File: src/pmbus_fault_pkg.sv
// Package with command codes, field layouts and carriers of the fault-status bank.
package pmbus_fault_pkg;

	// ****************************************************************
	// Command codes
	// ****************************************************************
	localparam logic [7:0] CMD_TURN_OFF_FALL_TIME    = 8'h65;
	localparam logic [7:0] CMD_FAULT_SUMMARY_BYTE    = 8'h78;
	localparam logic [7:0] CMD_FAULT_SUMMARY_WORD    = 8'h79;
	localparam logic [7:0] CMD_OUTPUT_VOLTAGE_STATUS = 8'h7a;
	localparam logic [7:0] CMD_OUTPUT_CURRENT_STATUS = 8'h7b;
	localparam logic [7:0] CMD_DRIVER_SUPPLY_STATUS  = 8'h7c;
	localparam logic [7:0] CMD_TEMPERATURE_STATUS    = 8'h7d;
	localparam logic [7:0] CMD_COMM_MEMORY_LOGIC     = 8'h7e;
	localparam logic [7:0] CMD_INPUT_STATUS          = 8'h80;

	// ****************************************************************
	// Reset values and limits
	// ****************************************************************
	localparam logic [15:0] FALL_TIME_RESET   = 16'h0005;
	localparam int          FALL_TIME_DEF_MS  = 5;
	localparam int          FALL_TIME_MAX_MS  = 200;
	localparam logic [7:0]  STATUS_RESET      = 8'h00;
	localparam logic [15:0] SUMMARY_RESET     = 16'h0000;
	localparam int          L11_EXP_MSB       = 15;
	localparam int          L11_EXP_LSB       = 11;
	localparam int          L11_MANT_MSB      = 10;

	// ****************************************************************
	// Detail register indices
	// ****************************************************************
	localparam int DET_VOUT  = 0;
	localparam int DET_IOUT  = 1;
	localparam int DET_DRV   = 2;
	localparam int DET_TEMP  = 3;
	localparam int DET_CML   = 4;
	localparam int DET_VIN   = 5;
	localparam int DET_MISC  = 6;
	localparam int NUM_DET   = 7;

	// ****************************************************************
	// Summary and comm detail bit positions
	// ****************************************************************
	localparam int SB_BUSY = 7;
	localparam int SB_OFF  = 6;
	localparam int SB_VOV  = 5;
	localparam int SB_IOC  = 4;
	localparam int SB_DUV  = 3;
	localparam int SB_TEMP = 2;
	localparam int SB_CML  = 1;
	localparam int SB_NOTA = 0;
	localparam int SW_VOUT = 15;
	localparam int SW_IOUT = 14;
	localparam int SW_DRV  = 13;
	localparam int SW_VIN  = 12;
	localparam int SW_PGN  = 11;
	localparam int SW_FAN  = 10;
	localparam int SW_OTH  = 9;
	localparam int SW_UNK  = 8;
	localparam int CML_BAD_CMD  = 7;
	localparam int CML_BAD_DATA = 6;
	localparam int CML_PACKET   = 5;
	localparam int CML_RO_WRITE = 1;

	// ****************************************************************
	// Carriers
	// ****************************************************************
	typedef struct packed {
		logic        valid;
		logic        write;
		logic [7:0]  code;
		logic [15:0] wdata;
	} cmd_req_s;

	typedef struct packed {
		logic        valid;
		logic        err;
		logic [15:0] data;
	} rsp_s;

	// Each 4-bit group is {ov fault, ov warning, uv warning, uv fault} or alike.
	typedef struct packed {
		logic [3:0] vout;
		logic [3:0] iout;
		logic [3:0] drv;
		logic [3:0] temp;
		logic [4:0] vin;
		logic       busy;
		logic       fan;
		logic       other;
		logic       unknown;
		logic       invalid_data;
		logic       packet_err;
	} fault_evt_s;

endpackage

File: src/pmbus_fault_status_bank.sv
// Fault-status register bank with turn-off fall-time setting.
`timescale 1ns/1ps

// Behaviour
// - Two-byte RW fall time, linear-eleven format, default 5 ms, range 0 to 200 ms.
// - Read-only summary byte at 78h, reads 00h after reset.
// - Summary bit 7 set when a busy fault is declared.
// - Summary bit 6 high whenever the output is not powered.
// - Summary bits 5, 4, 3: output overvoltage, overcurrent, driver supply undervoltage.
// - Summary bit 2 any temperature event, bit 1 any comm fault.
// - Summary bit 0 for any event not covered by bits 7 to 1.
// - Read-only summary word at 79h, low byte same storage as summary byte.
// - Word bits 15 to 12: output voltage, current, driver supply, input.
// - Word bit 11 set while power good is deasserted.
// - Word bit 10 fan events, bit 9 other status events.
// - Word bit 8 for fault types no other word bit describes.
// - Output voltage status byte at 7Ah, fault and warning bits 7 to 4.
// - Output current status byte at 7Bh, fault and warning bits 7 to 4.
// - Driver supply status byte at 7Ch, fault and warning bits 7 to 4.
// - Temperature status byte at 7Dh, fault and warning bits 7 to 4.
// - Comm, memory and logic error byte at 7Eh feeds the comm summary bit.
// - Input status byte at 80h feeds the input summary bit.
module pmbus_fault_status_bank
	import pmbus_fault_pkg::*;
#(
	parameter int FALL_MAX_MS = FALL_TIME_MAX_MS
)
(
	input  wire logic        i_clk,
	input  wire logic        i_arst_n,
	input  wire cmd_req_s    i_cmd,
	input  wire fault_evt_s  i_evt,
	input  wire logic        i_output_on,
	input  wire logic        i_power_good,
	input  wire logic        i_clear_faults,
	output rsp_s             o_rsp,
	output logic [15:0]      o_turn_off_fall_time,
	output logic [15:0]      o_fault_summary_word
);

	// ****************************************************************
	// Command decode
	// ****************************************************************
	wire logic        is_fall;
	wire logic        is_byte;
	wire logic        is_word;
	wire logic        is_detail;
	wire logic        known;
	wire logic        bad_code;
	wire logic        ro_write;
	wire logic        bad_data;
	wire logic        fall_ok;
	wire logic        fall_write;
	wire logic [4:0]  fall_exp;
	wire logic [4:0]  fall_mag;
	wire logic [31:0] fall_mant;
	wire logic [31:0] fall_lhs;
	wire logic [31:0] fall_rhs;

	assign is_fall   = i_cmd.code == CMD_TURN_OFF_FALL_TIME;
	assign is_byte   = i_cmd.code == CMD_FAULT_SUMMARY_BYTE;
	assign is_word   = i_cmd.code == CMD_FAULT_SUMMARY_WORD;
	assign is_detail = (i_cmd.code >= CMD_OUTPUT_VOLTAGE_STATUS
	                    && i_cmd.code <= CMD_COMM_MEMORY_LOGIC)
	                   || i_cmd.code == CMD_INPUT_STATUS;
	assign known     = is_fall | is_byte | is_word | is_detail;
	assign bad_code  = i_cmd.valid & ~known;
	assign ro_write  = i_cmd.valid & i_cmd.write & known & ~is_fall;

	// The fall time is checked as a real value in ms; a negative
	// exponent scales the limit up instead of dropping fraction bits.
	assign fall_exp  = i_cmd.wdata[L11_EXP_MSB:L11_EXP_LSB];
	assign fall_mag  = fall_exp[4] ? 5'(-fall_exp) : fall_exp;
	assign fall_mant = {21'h000000, i_cmd.wdata[L11_MANT_MSB:0]};
	assign fall_lhs  = fall_exp[4] ? fall_mant : (fall_mant << fall_mag);
	assign fall_rhs  = fall_exp[4] ? (32'(FALL_MAX_MS) << fall_mag) : 32'(FALL_MAX_MS);
	assign fall_ok   = ~i_cmd.wdata[L11_MANT_MSB] && fall_lhs <= fall_rhs;
	assign fall_write = i_cmd.valid & i_cmd.write & is_fall & fall_ok;
	assign bad_data  = i_cmd.valid & i_cmd.write & is_fall & ~fall_ok;

	// ****************************************************************
	// Fall time setting
	// ****************************************************************
	logic [15:0] fall_q;

	always_ff @(posedge i_clk or negedge i_arst_n)
	begin
		if (!i_arst_n)
			fall_q <= FALL_TIME_RESET;
		else if (fall_write)
			fall_q <= i_cmd.wdata;
	end

	assign o_turn_off_fall_time = fall_q;

	// ****************************************************************
	// Sticky detail registers
	// ****************************************************************
	logic [7:0] det_set [NUM_DET];
	logic [7:0] detail_q [NUM_DET];

	assign det_set[DET_VOUT] = {i_evt.vout, 4'h0};
	assign det_set[DET_IOUT] = {i_evt.iout, 4'h0};
	assign det_set[DET_DRV]  = {i_evt.drv, 4'h0};
	assign det_set[DET_TEMP] = {i_evt.temp, 4'h0};
	assign det_set[DET_CML]  = {bad_code, bad_data | i_evt.invalid_data, i_evt.packet_err,
	                            3'h0, ro_write, 1'h0};
	assign det_set[DET_VIN]  = {2'h0, i_evt.vin[4:2], 1'h0, i_evt.vin[1:0]};
	assign det_set[DET_MISC] = {4'h0, i_evt.busy, i_evt.fan, i_evt.other, i_evt.unknown};

	// An event in the cycle of a clear survives it, so no fault is lost.
	genvar gi;
	generate
		for (gi = 0; gi < NUM_DET; gi++)
		begin : g_detail
			always_ff @(posedge i_clk or negedge i_arst_n)
			begin
				if (!i_arst_n)
					detail_q[gi] <= STATUS_RESET;
				else
					detail_q[gi] <= (detail_q[gi] & {8{~i_clear_faults}}) | det_set[gi];
			end
		end
	endgenerate

	// ****************************************************************
	// Summary word
	// ****************************************************************
	wire logic        misc_busy;
	wire logic        misc_fan;
	wire logic        misc_other;
	wire logic        misc_unknown;
	wire logic [15:0] summary_d;
	logic      [15:0] summary_q;

	assign misc_busy    = detail_q[DET_MISC][3];
	assign misc_fan     = detail_q[DET_MISC][2];
	assign misc_other   = detail_q[DET_MISC][1];
	assign misc_unknown = detail_q[DET_MISC][0];

	assign summary_d[SB_BUSY] = misc_busy;
	assign summary_d[SB_OFF]  = ~i_output_on;
	assign summary_d[SB_VOV]  = detail_q[DET_VOUT][7];
	assign summary_d[SB_IOC]  = detail_q[DET_IOUT][7];
	assign summary_d[SB_DUV]  = detail_q[DET_DRV][4];
	assign summary_d[SB_TEMP] = |detail_q[DET_TEMP];
	assign summary_d[SB_CML]  = |detail_q[DET_CML];
	assign summary_d[SB_NOTA] = |detail_q[DET_VOUT][6:4] | |detail_q[DET_IOUT][6:4]
	                          | |detail_q[DET_DRV][7:5] | |detail_q[DET_VIN]
	                          | misc_fan | misc_other | misc_unknown;
	assign summary_d[SW_VOUT] = |detail_q[DET_VOUT];
	assign summary_d[SW_IOUT] = |detail_q[DET_IOUT];
	assign summary_d[SW_DRV]  = |detail_q[DET_DRV];
	assign summary_d[SW_VIN]  = |detail_q[DET_VIN];
	assign summary_d[SW_PGN]  = ~i_power_good;
	assign summary_d[SW_FAN]  = misc_fan;
	assign summary_d[SW_OTH]  = misc_other;
	assign summary_d[SW_UNK]  = misc_unknown;

	// One register serves both views, so byte and word can never disagree.
	always_ff @(posedge i_clk or negedge i_arst_n)
	begin
		if (!i_arst_n)
			summary_q <= SUMMARY_RESET;
		else
			summary_q <= summary_d;
	end

	assign o_fault_summary_word = summary_q;

	// ****************************************************************
	// Read path and response
	// ****************************************************************
	logic [15:0] rd_data;

	always_comb
	begin
		rd_data = 16'h0000;
		case (i_cmd.code)
			CMD_TURN_OFF_FALL_TIME:    rd_data = fall_q;
			CMD_FAULT_SUMMARY_BYTE:    rd_data = {8'h00, summary_q[7:0]};
			CMD_FAULT_SUMMARY_WORD:    rd_data = summary_q;
			CMD_OUTPUT_VOLTAGE_STATUS: rd_data = {8'h00, detail_q[DET_VOUT]};
			CMD_OUTPUT_CURRENT_STATUS: rd_data = {8'h00, detail_q[DET_IOUT]};
			CMD_DRIVER_SUPPLY_STATUS:  rd_data = {8'h00, detail_q[DET_DRV]};
			CMD_TEMPERATURE_STATUS:    rd_data = {8'h00, detail_q[DET_TEMP]};
			CMD_COMM_MEMORY_LOGIC:     rd_data = {8'h00, detail_q[DET_CML]};
			CMD_INPUT_STATUS:          rd_data = {8'h00, detail_q[DET_VIN]};
			default:                   rd_data = 16'h0000;
		endcase
	end

	always_ff @(posedge i_clk or negedge i_arst_n)
	begin
		if (!i_arst_n)
			o_rsp <= '0;
		else
		begin
			o_rsp.valid <= i_cmd.valid;
			o_rsp.err   <= bad_code | ro_write | bad_data;
			o_rsp.data  <= (i_cmd.valid && !i_cmd.write) ? rd_data : 16'h0000;
		end
	end
endmodule

File: config.mk
export PLATFORM = sky130hd
export DESIGN_NAME = pmbus_fault_status_bank
export DESIGN_NICKNAME = d
export VERILOG_FILES = /design/src/pmbus_fault_pkg.sv /design/src/pmbus_fault_status_bank.sv
export SDC_FILE = /design/constraint.sdc
export NUM_CORES = 1
export LEC_CHECK = 0
export ABC_CLOCK_PERIOD_IN_PS = 1300
export BUFFER_PORTS_ARGS = -buffer_cell sky130_fd_sc_hd__buf_2
export CELL_PAD_IN_SITES_DETAIL_PLACEMENT = 1
export CELL_PAD_IN_SITES_GLOBAL_PLACEMENT = 2
export CORE_UTILIZATION = 32
export CTS_BUF_LIST = sky130_fd_sc_hd__clkbuf_8
export CTS_CLUSTER_DIAMETER = 30
export DETAILED_ROUTE_END_ITERATION = 10
export PLACE_DENSITY = 0.75
export SYNTH_ARGS = -nofsm -noshare
export SYNTH_HDL_FRONTEND = slang
export SYNTH_SLANG_ARGS = --single-unit
File: constraint.sdc
create_clock -name i_clk -period 1.3 [get_ports i_clk]
set_input_delay 0.26 -clock i_clk [delete_from_list [all_inputs] [get_ports i_clk]]
set_output_delay 0.26 -clock i_clk [all_outputs]
set_load 0.005 [all_outputs]
==> Yosys cells after proc, flatten, opt, wreduce, memory -nomap -nowiden <==
Cells that the tools add are included.
{ "totals": {"in_bits": 58, "out_inout_bits": 50, "register_bits": 106, "word_cells": 86} }
{ "op_classes": {"eq_ne": 9, "reduce_logical": 14, "muxes": 5, "order_cmp": 3, "n_shift": 2, "n_addsub": 1, "n_bitwise": 40} }
{ "op_table": {"columns": ["cell", "n"], "rows": [
  ["16-bit case mux with 9 select lines", 1],
  ["8-bit by 7-bit == test with 1-bit output, second input constant", 8],
  ["32-bit 2-to-1 mux", 2],
  ["8-bit bitwise AND", 7],
  ["8-bit OR reduction", 6],
  ["8-bit bitwise OR", 5],
  ["32-bit less-or-equal comparator", 1],
  ["11-bit by 5-bit << shifter with 32-bit output", 1],
  ["8-bit by 5-bit << shifter with 32-bit output, first input constant", 1],
  ["16-bit 2-to-1 mux", 1],
  ["1-bit bitwise OR", 12],
  ["3-bit OR reduction", 3],
  ["8-bit == test, second input constant", 1],
  ["8-bit by 7-bit greater-or-equal comparator with 1-bit output, second input constant", 1],
  ["8-bit by 7-bit less-or-equal comparator with 1-bit output, second input constant", 1],
  ["8-bit by 4-bit bitwise OR with 8-bit output", 1],
  ["8-bit by 6-bit bitwise OR with 8-bit output", 1],
  ["1-bit bitwise AND", 7],
  ["1-bit NOT", 7],
  ["5-bit 2-to-1 mux", 1],
  ["5-bit negation", 1],
  ["1-bit logical AND", 3],
  ["1-bit logical NOT", 1],
  ["1-bit logical OR", 1]
]} }

==> Longest topological paths before layout <==
{ "depth": {"word_depth": 10, "ltp_mapped": 21, "mapped_depth_nobuf": 16} }

==> Worst setup path before layout <==
No wires, ideal clock.
{ "synth_path": {"kind": "input to register", "startpoint": "input i_cmd[11] (netlist bit)", "endpoint": "register fall_q[15], in the netlist o_turn_off_fall_time[15]", "setup_ps": 142, "path_buffers": 4, "cell_stages": 19, "slack_ps": -2677, "required_time_ps": 1158, "arrival_ps": 3835, "path_cell_list": "buf_4 -> inv_1 -> ha_1 -> nand2b_2 -> xor2_2 -> buf_2 -> nand3_1 -> o211a_1 -> a22o_1 -> mux2_2 -> ha_1 -> a21oi_1 -> nor2b_1 -> o311ai_1 -> o221ai_1 -> buf_2 -> buf_4 -> o211ai_1 -> nand3_1"} }
{ "synth_via": {"elab_chain_len": 7, "elab_cells_between_ends": 9, "cone_classes": "1 x add/sub; 1 x order compare; 2 x shift; 3 x mux; 1 x bitwise; 1 x reduce/logical"} }
{ "synth_lines": {"columns": ["item", "line", "text"], "rows": [
  ["from (decl)", "pmbus_fault_status_bank.sv:31", "input wire cmd_req_s i_cmd,"],
  ["5-bit negation", "pmbus_fault_status_bank.sv:73", "assign fall_mag = fall_exp[4] ? 5'(-fall_exp) : fall_exp;"],
  ["5-bit 2-to-1 mux *", "pmbus_fault_status_bank.sv:73", null],
  ["11-bit by 5-bit << shifter with 32-bit output / 8-bit by 5-bit << shifter with 32-bit output (equally long branches)", "pmbus_fault_status_bank.sv:75, pmbus_fault_status_bank.sv:76", null],
  ["32-bit 2-to-1 mux (on tied branches)", "pmbus_fault_status_bank.sv:75, pmbus_fault_status_bank.sv:76", null],
  ["32-bit less-or-equal comparator *", "pmbus_fault_status_bank.sv:77", "assign fall_ok = ~i_cmd.wdata[L11_MANT_MSB] && fall_lhs <= fall_rhs;"],
  ["1-bit logical AND *", "pmbus_fault_status_bank.sv:77", null],
  ["1-bit bitwise AND *", "pmbus_fault_status_bank.sv:78", "assign fall_write = i_cmd.valid & i_cmd.write & is_fall & fall_ok;"],
  ["to (signal assigned)", "pmbus_fault_status_bank.sv:91", "fall_q <= i_cmd.wdata;"],
  ["to (decl)", "pmbus_fault_status_bank.sv:84", "logic [15:0] fall_q;"]
]} }
Every way passes the cells marked *; elsewhere a longest branch is shown, timed or not.
A chain may end at the register's enable or synchronous reset.

==> Final worst setup path <==
{ "layout_path": {"startpoint": "input i_cmd[11] (netlist bit)", "endpoint": "register fall_q[1], in the netlist o_turn_off_fall_time[1]"} }
Same word-level chain as after synthesis.

==> qor.json <==
{
  "vdd.ir_drop.worst": {"value": 0.485, "unit": "mV"},
  "num_vias": {"value": 6063},
  "avgRoutedWirePerCell": {"value": 20.5, "unit": "um"},
  "num_antenna_cells": {"value": 0},
  "top_level_ports": {"value": 108},
  "timing.max_slew.rel_slack": {"value": 0.659},
  "cts-root-to-sink-buffers": {"value": 2},
  "filler_cell_count_in_the_final_layout": {"value": 2113},
  "placed_cells_incl_taps": {"value": 1082},
  "number_of_port_buffers": {"value": 107},
  "synth-main-ff-cell": {"value": "sky130_fd_sc_hd__dfrtp_1"},
  "holdCritPathClass": {"value": "primary input to register"},
  "grt_max_degree": {"value": 43},
  "path_clk_slew": {"value": 90, "unit": "ps"},
  "fin_worst_skew": {"value": 16.8, "unit": "ps"},
  "reg_to_reg_slack_setup": {"value": -100, "unit": "ps"},
  "final_layout_size_suffix_gt1_frac": {"value": 0.422},
  "hp-start": {"value": "i_power_good"},
  "place_ws": {"value": -2490, "unit": "ps"},
  "post_synth_inst_count": {"value": 634},
  "firstDrtPassIters": {"value": 10},
  "avgSynthCellArea": {"value": 9.48, "unit": "sq um"},
  "max_freq": {"value": 0.316, "unit": "GHz"},
  "cts.sinks": {"value": 102},
  "hold_viol": {"value": 0},
  "synth.ff_latch_count": {"value": 102},
  "yosysWarningCount": {"value": 0},
  "x_dimension_of_the_die": {"value": 139, "unit": "um"},
  "worst_hold_path.num_cells": {"value": 2},
  "yosys.cell_types.count": {"value": 73},
  "design.core.area": {"value": 18200, "unit": "sq um"},
  "die-height": {"value": 139, "unit": "um"},
  "grt_overflow": {"value": 0},
  "layout-area-overhead-vs-synth": {"value": 43.8, "unit": "%"},
  "r2r-start": {"value": "detail_q[51]"},
  "ys_seq_area_frac": {"value": 0.425},
  "crit_path_launch_type": {"value": "primary input"},
  "least_margin_pin_slew": {"value": 507, "unit": "ps"},
  "cellPowerDensity": {"value": 864, "unit": "nW/um^2"},
  "layout.area.seq": {"value": 2550, "unit": "sq um"},
  "design.die.area": {"value": 19300, "unit": "sq um"},
  "synth_area_leaders": {"value": "sky130_fd_sc_hd__dfrtp_1, sky130_fd_sc_hd__mux2i_1, sky130_fd_sc_hd__a21o_1"},
  "finalMaxSlewViolations": {"value": 0},
  "crit_required": {"value": 1550, "unit": "ps"},
  "worst_skew_pair.late_latency": {"value": 380, "unit": "ps"},
  "grt_pass1_wl": {"value": 36600, "unit": "um"},
  "drt-initial-drc-count": {"value": 249},
  "status": {"value": "finished, violations left"},
  "initial_antenna_violation_count": {"value": 1},
  "critical_path_peak_fanout": {"value": 6},
  "worst-r2r-cell-count": {"value": 2},
  "setup-tns-final": {"value": -32560, "unit": "ps"},
  "final.min_clock_period": {"value": 3160, "unit": "ps"},
  "power_leakage": {"value": 3.92, "unit": "nW"},
  "tritoncts": {"value": "built"},
  "crit-reg2reg-capture": {"value": "o_fault_summary_word[15]"},
  "finish.net_count": {"value": 949},
  "finalWirelength": {"value": 22900, "unit": "um"},
  "top_signal_layer_used": {"value": "met5"},
  "hold_path_end": {"value": "o_fault_summary_word[11]"},
  "met2_routed_wl": {"value": 11600, "unit": "um"},
  "failed_checks": {"value": "DRC, setup timing"},
  "setup_viol_count_final": {"value": 20},
  "vias_per_inst": {"value": 5.45},
  "setup_slack": {"value": -1860, "unit": "ps"},
  "setup.worst_path.class": {"value": "primary input to register"},
  "finalCritPeriodShare": {"value": 2.43},
  "drt.antenna.violating_nets": {"value": 0},
  "dr_wl_met3": {"value": 772, "unit": "um"},
  "async_reset_ff_frac": {"value": 1.00},
  "worst-endpoint-arrival": {"value": 3420, "unit": "ps"},
  "drv.max_cap_violation_count": {"value": 0},
  "grt.total_usage": {"value": 0.243},
  "m1WireLength": {"value": 10100, "unit": "um"},
  "synth_largest_type_area_fraction": {"value": 0.416},
  "critPathCaptureType": {"value": "register"},
  "detailedPlacementHpwl": {"value": 17900, "unit": "um"},
  "rsz0062_at_grt": {"value": "true"},
  "initial_utilization": {"value": 0.330},
  "cts_max_level": {"value": 3},
  "globalplace.congestion": {"value": 0.869},
  "floorplan.rows": {"value": 49},
  "syn_area": {"value": 6010, "unit": "sq um"},
  "synth_enable_flop_cells": {"value": 0},
  "tritoncts_buffers": {"value": 9},
  "number_of_global_route_vias_before_repair": {"value": 6473},
  "finish.cell_count_without_fillers": {"value": 1113},
  "postSynthNetCount": {"value": 704},
  "yosysTopAreaCell": {"value": "sky130_fd_sc_hd__dfrtp_1"},
  "remaining_drcs": {"value": 11},
  "multi_input_area": {"value": 3630, "unit": "sq um"},
  "clock_tree.root_cell": {"value": "sky130_fd_sc_hd__clkbuf_8"}
}
[area by class of cell]
| cell class | count | share of cell area |
|---|---|---|
| Multi-Input combinational cell | 476 | 0.421 |
| Timing Repair Buffer | 276 | 0.222 |
| Clock inverter | 7 | 0.00666 |
| Inverter | 14 | 0.00724 |
| Sequential cell | 102 | 0.296 |
| Clock buffer | 9 | 0.0143 |
| Tap cell | 229 | 0.0332 |
[per-stage QoR]
step	power, mW	hold slack (ps)	cell area, sq um	util
after floorplan	4.40	-35.6	6220	-
after global placement	5.31	165	7950	0.437
after detailed placement	5.37	175	7950	0.437
after CTS	7.45	4.24	8500	0.467
after global routing	7.83	0.434	8640	0.475
final	7.47	30.4	8640	0.475
[worst max path at each step]
stage	start	end	slack, ps	cells after the start
after floorplan	i_cmd[11]	o_turn_off_fall_time[15]	-2290	20
after global placement	i_cmd[11]	o_turn_off_fall_time[1]	-2340	19
after detailed placement	i_cmd[11]	o_turn_off_fall_time[3]	-2490	19
after CTS	i_cmd[11]	o_turn_off_fall_time[1]	-1790	16
after global routing	i_cmd[11]	o_turn_off_fall_time[11]	-2000	19
final	i_cmd[11]	o_turn_off_fall_time[1]	-1860	19
[critical path, stage by stage]
cell and delay [ps]:
sky130_fd_sc_hd__buf_8 90, sky130_fd_sc_hd__inv_8 40, sky130_fd_sc_hd__ha_4 150, sky130_fd_sc_hd__nand2b_4 180, sky130_fd_sc_hd__xnor2_4 250, sky130_fd_sc_hd__buf_6 140, sky130_fd_sc_hd__mux2i_4 210, sky130_fd_sc_hd__o21ai_1 90
sky130_fd_sc_hd__a22o_1 180, sky130_fd_sc_hd__ha_1 280, sky130_fd_sc_hd__nor2b_1 130, sky130_fd_sc_hd__o21a_1 170, sky130_fd_sc_hd__o21ai_2 120, sky130_fd_sc_hd__a211oi_2 100, sky130_fd_sc_hd__o311ai_4 310, sky130_fd_sc_hd__o221ai_4 210
sky130_fd_sc_hd__buf_6 180, sky130_fd_sc_hd__o211ai_1 240, sky130_fd_sc_hd__nand2b_4 70
[cells in the final DEF, fill, tap and decap left out, types with 12 or more instances in the layout]
master	instances
sky130_fd_sc_hd__a21o_1	27
sky130_fd_sc_hd__a21oi_1	25
sky130_fd_sc_hd__a22oi_1	18
sky130_fd_sc_hd__buf_2	102
sky130_fd_sc_hd__buf_4	156
sky130_fd_sc_hd__buf_6	12
sky130_fd_sc_hd__dfrtp_1	100
sky130_fd_sc_hd__mux2i_1	29
sky130_fd_sc_hd__nand2_1	34
sky130_fd_sc_hd__nand2b_1	14
sky130_fd_sc_hd__nand3_1	15
sky130_fd_sc_hd__nor2_1	41
sky130_fd_sc_hd__nor2b_1	29
sky130_fd_sc_hd__nor3_1	18
sky130_fd_sc_hd__nor3b_1	12
sky130_fd_sc_hd__o211ai_1	19
sky130_fd_sc_hd__o21ai_0	27
[cells in the mapped netlist, types with 4 or more instances]
master / instances
sky130_fd_sc_hd__mux2i_1: 33
sky130_fd_sc_hd__dfrtp_1: 100
sky130_fd_sc_hd__nor4_1: 11
sky130_fd_sc_hd__o211ai_1: 19
sky130_fd_sc_hd__o21ai_0: 31
sky130_fd_sc_hd__nand2_1: 35
sky130_fd_sc_hd__mux2_2: 4
sky130_fd_sc_hd__ha_1: 12
sky130_fd_sc_hd__nor2_1: 45
sky130_fd_sc_hd__a21o_1: 27
sky130_fd_sc_hd__nand3_1: 17
sky130_fd_sc_hd__o21ai_1: 8
sky130_fd_sc_hd__nor3b_1: 12
sky130_fd_sc_hd__a22o_1: 5
sky130_fd_sc_hd__nor2b_1: 31
sky130_fd_sc_hd__clkbuf_1: 17
sky130_fd_sc_hd__a31oi_1: 5
sky130_fd_sc_hd__nor3_1: 21
sky130_fd_sc_hd__o2bb2ai_1: 11
sky130_fd_sc_hd__buf_2: 13
sky130_fd_sc_hd__a21oi_1: 34
sky130_fd_sc_hd__nand2b_1: 15
sky130_fd_sc_hd__inv_1: 11
sky130_fd_sc_hd__or3_1: 9
sky130_fd_sc_hd__buf_1: 7
sky130_fd_sc_hd__a22oi_1: 25
[flip-flops by register name (all words and copies together), names as in the netlist]
signal	cells
o_turn_off_fall_time	16
o_fault_summary_word	16
detail_q	52
o_rsp	18
[power by group]
group,leakage [nW],internal (mW),switching (mW)
sequential,1.26,3.26,0.0802
clock,0.0935,0.724,1.15
combinational,2.56,1.05,1.20
total,3.92,5.03,2.43
[layer usage]
layer  vias up  global-route usage
li1       2841                   -
met1      3053               0.308
met2       137               0.429
met3        30              0.0338
met4         2              0.0690
met5         -                   0
[timing repair]
action | 4_1_cts | 5_1_grt
pin swaps | 20 | 20
endpoints found under the setup margin | 39 | 38
gates cloned | 1 | 0
hold buffers | 1 | 0
gates resized for setup | 50 | 30
hold endpoints to repair | 14 | 0
setup buffers | 10 | 4
[cell families after synthesis]
kind of cell / share of synthesized area
AO/OA/AOI/OAI: 0.241
buffers and inverters: 0.0420
multiplexers: 0.0662
flip-flops: 0.425
XOR/XNOR: 0.00979
adder cells (fa/ha/maj): 0.0250
AND/OR/NAND/NOR: 0.191
Power figures use the tool's default switching activity.
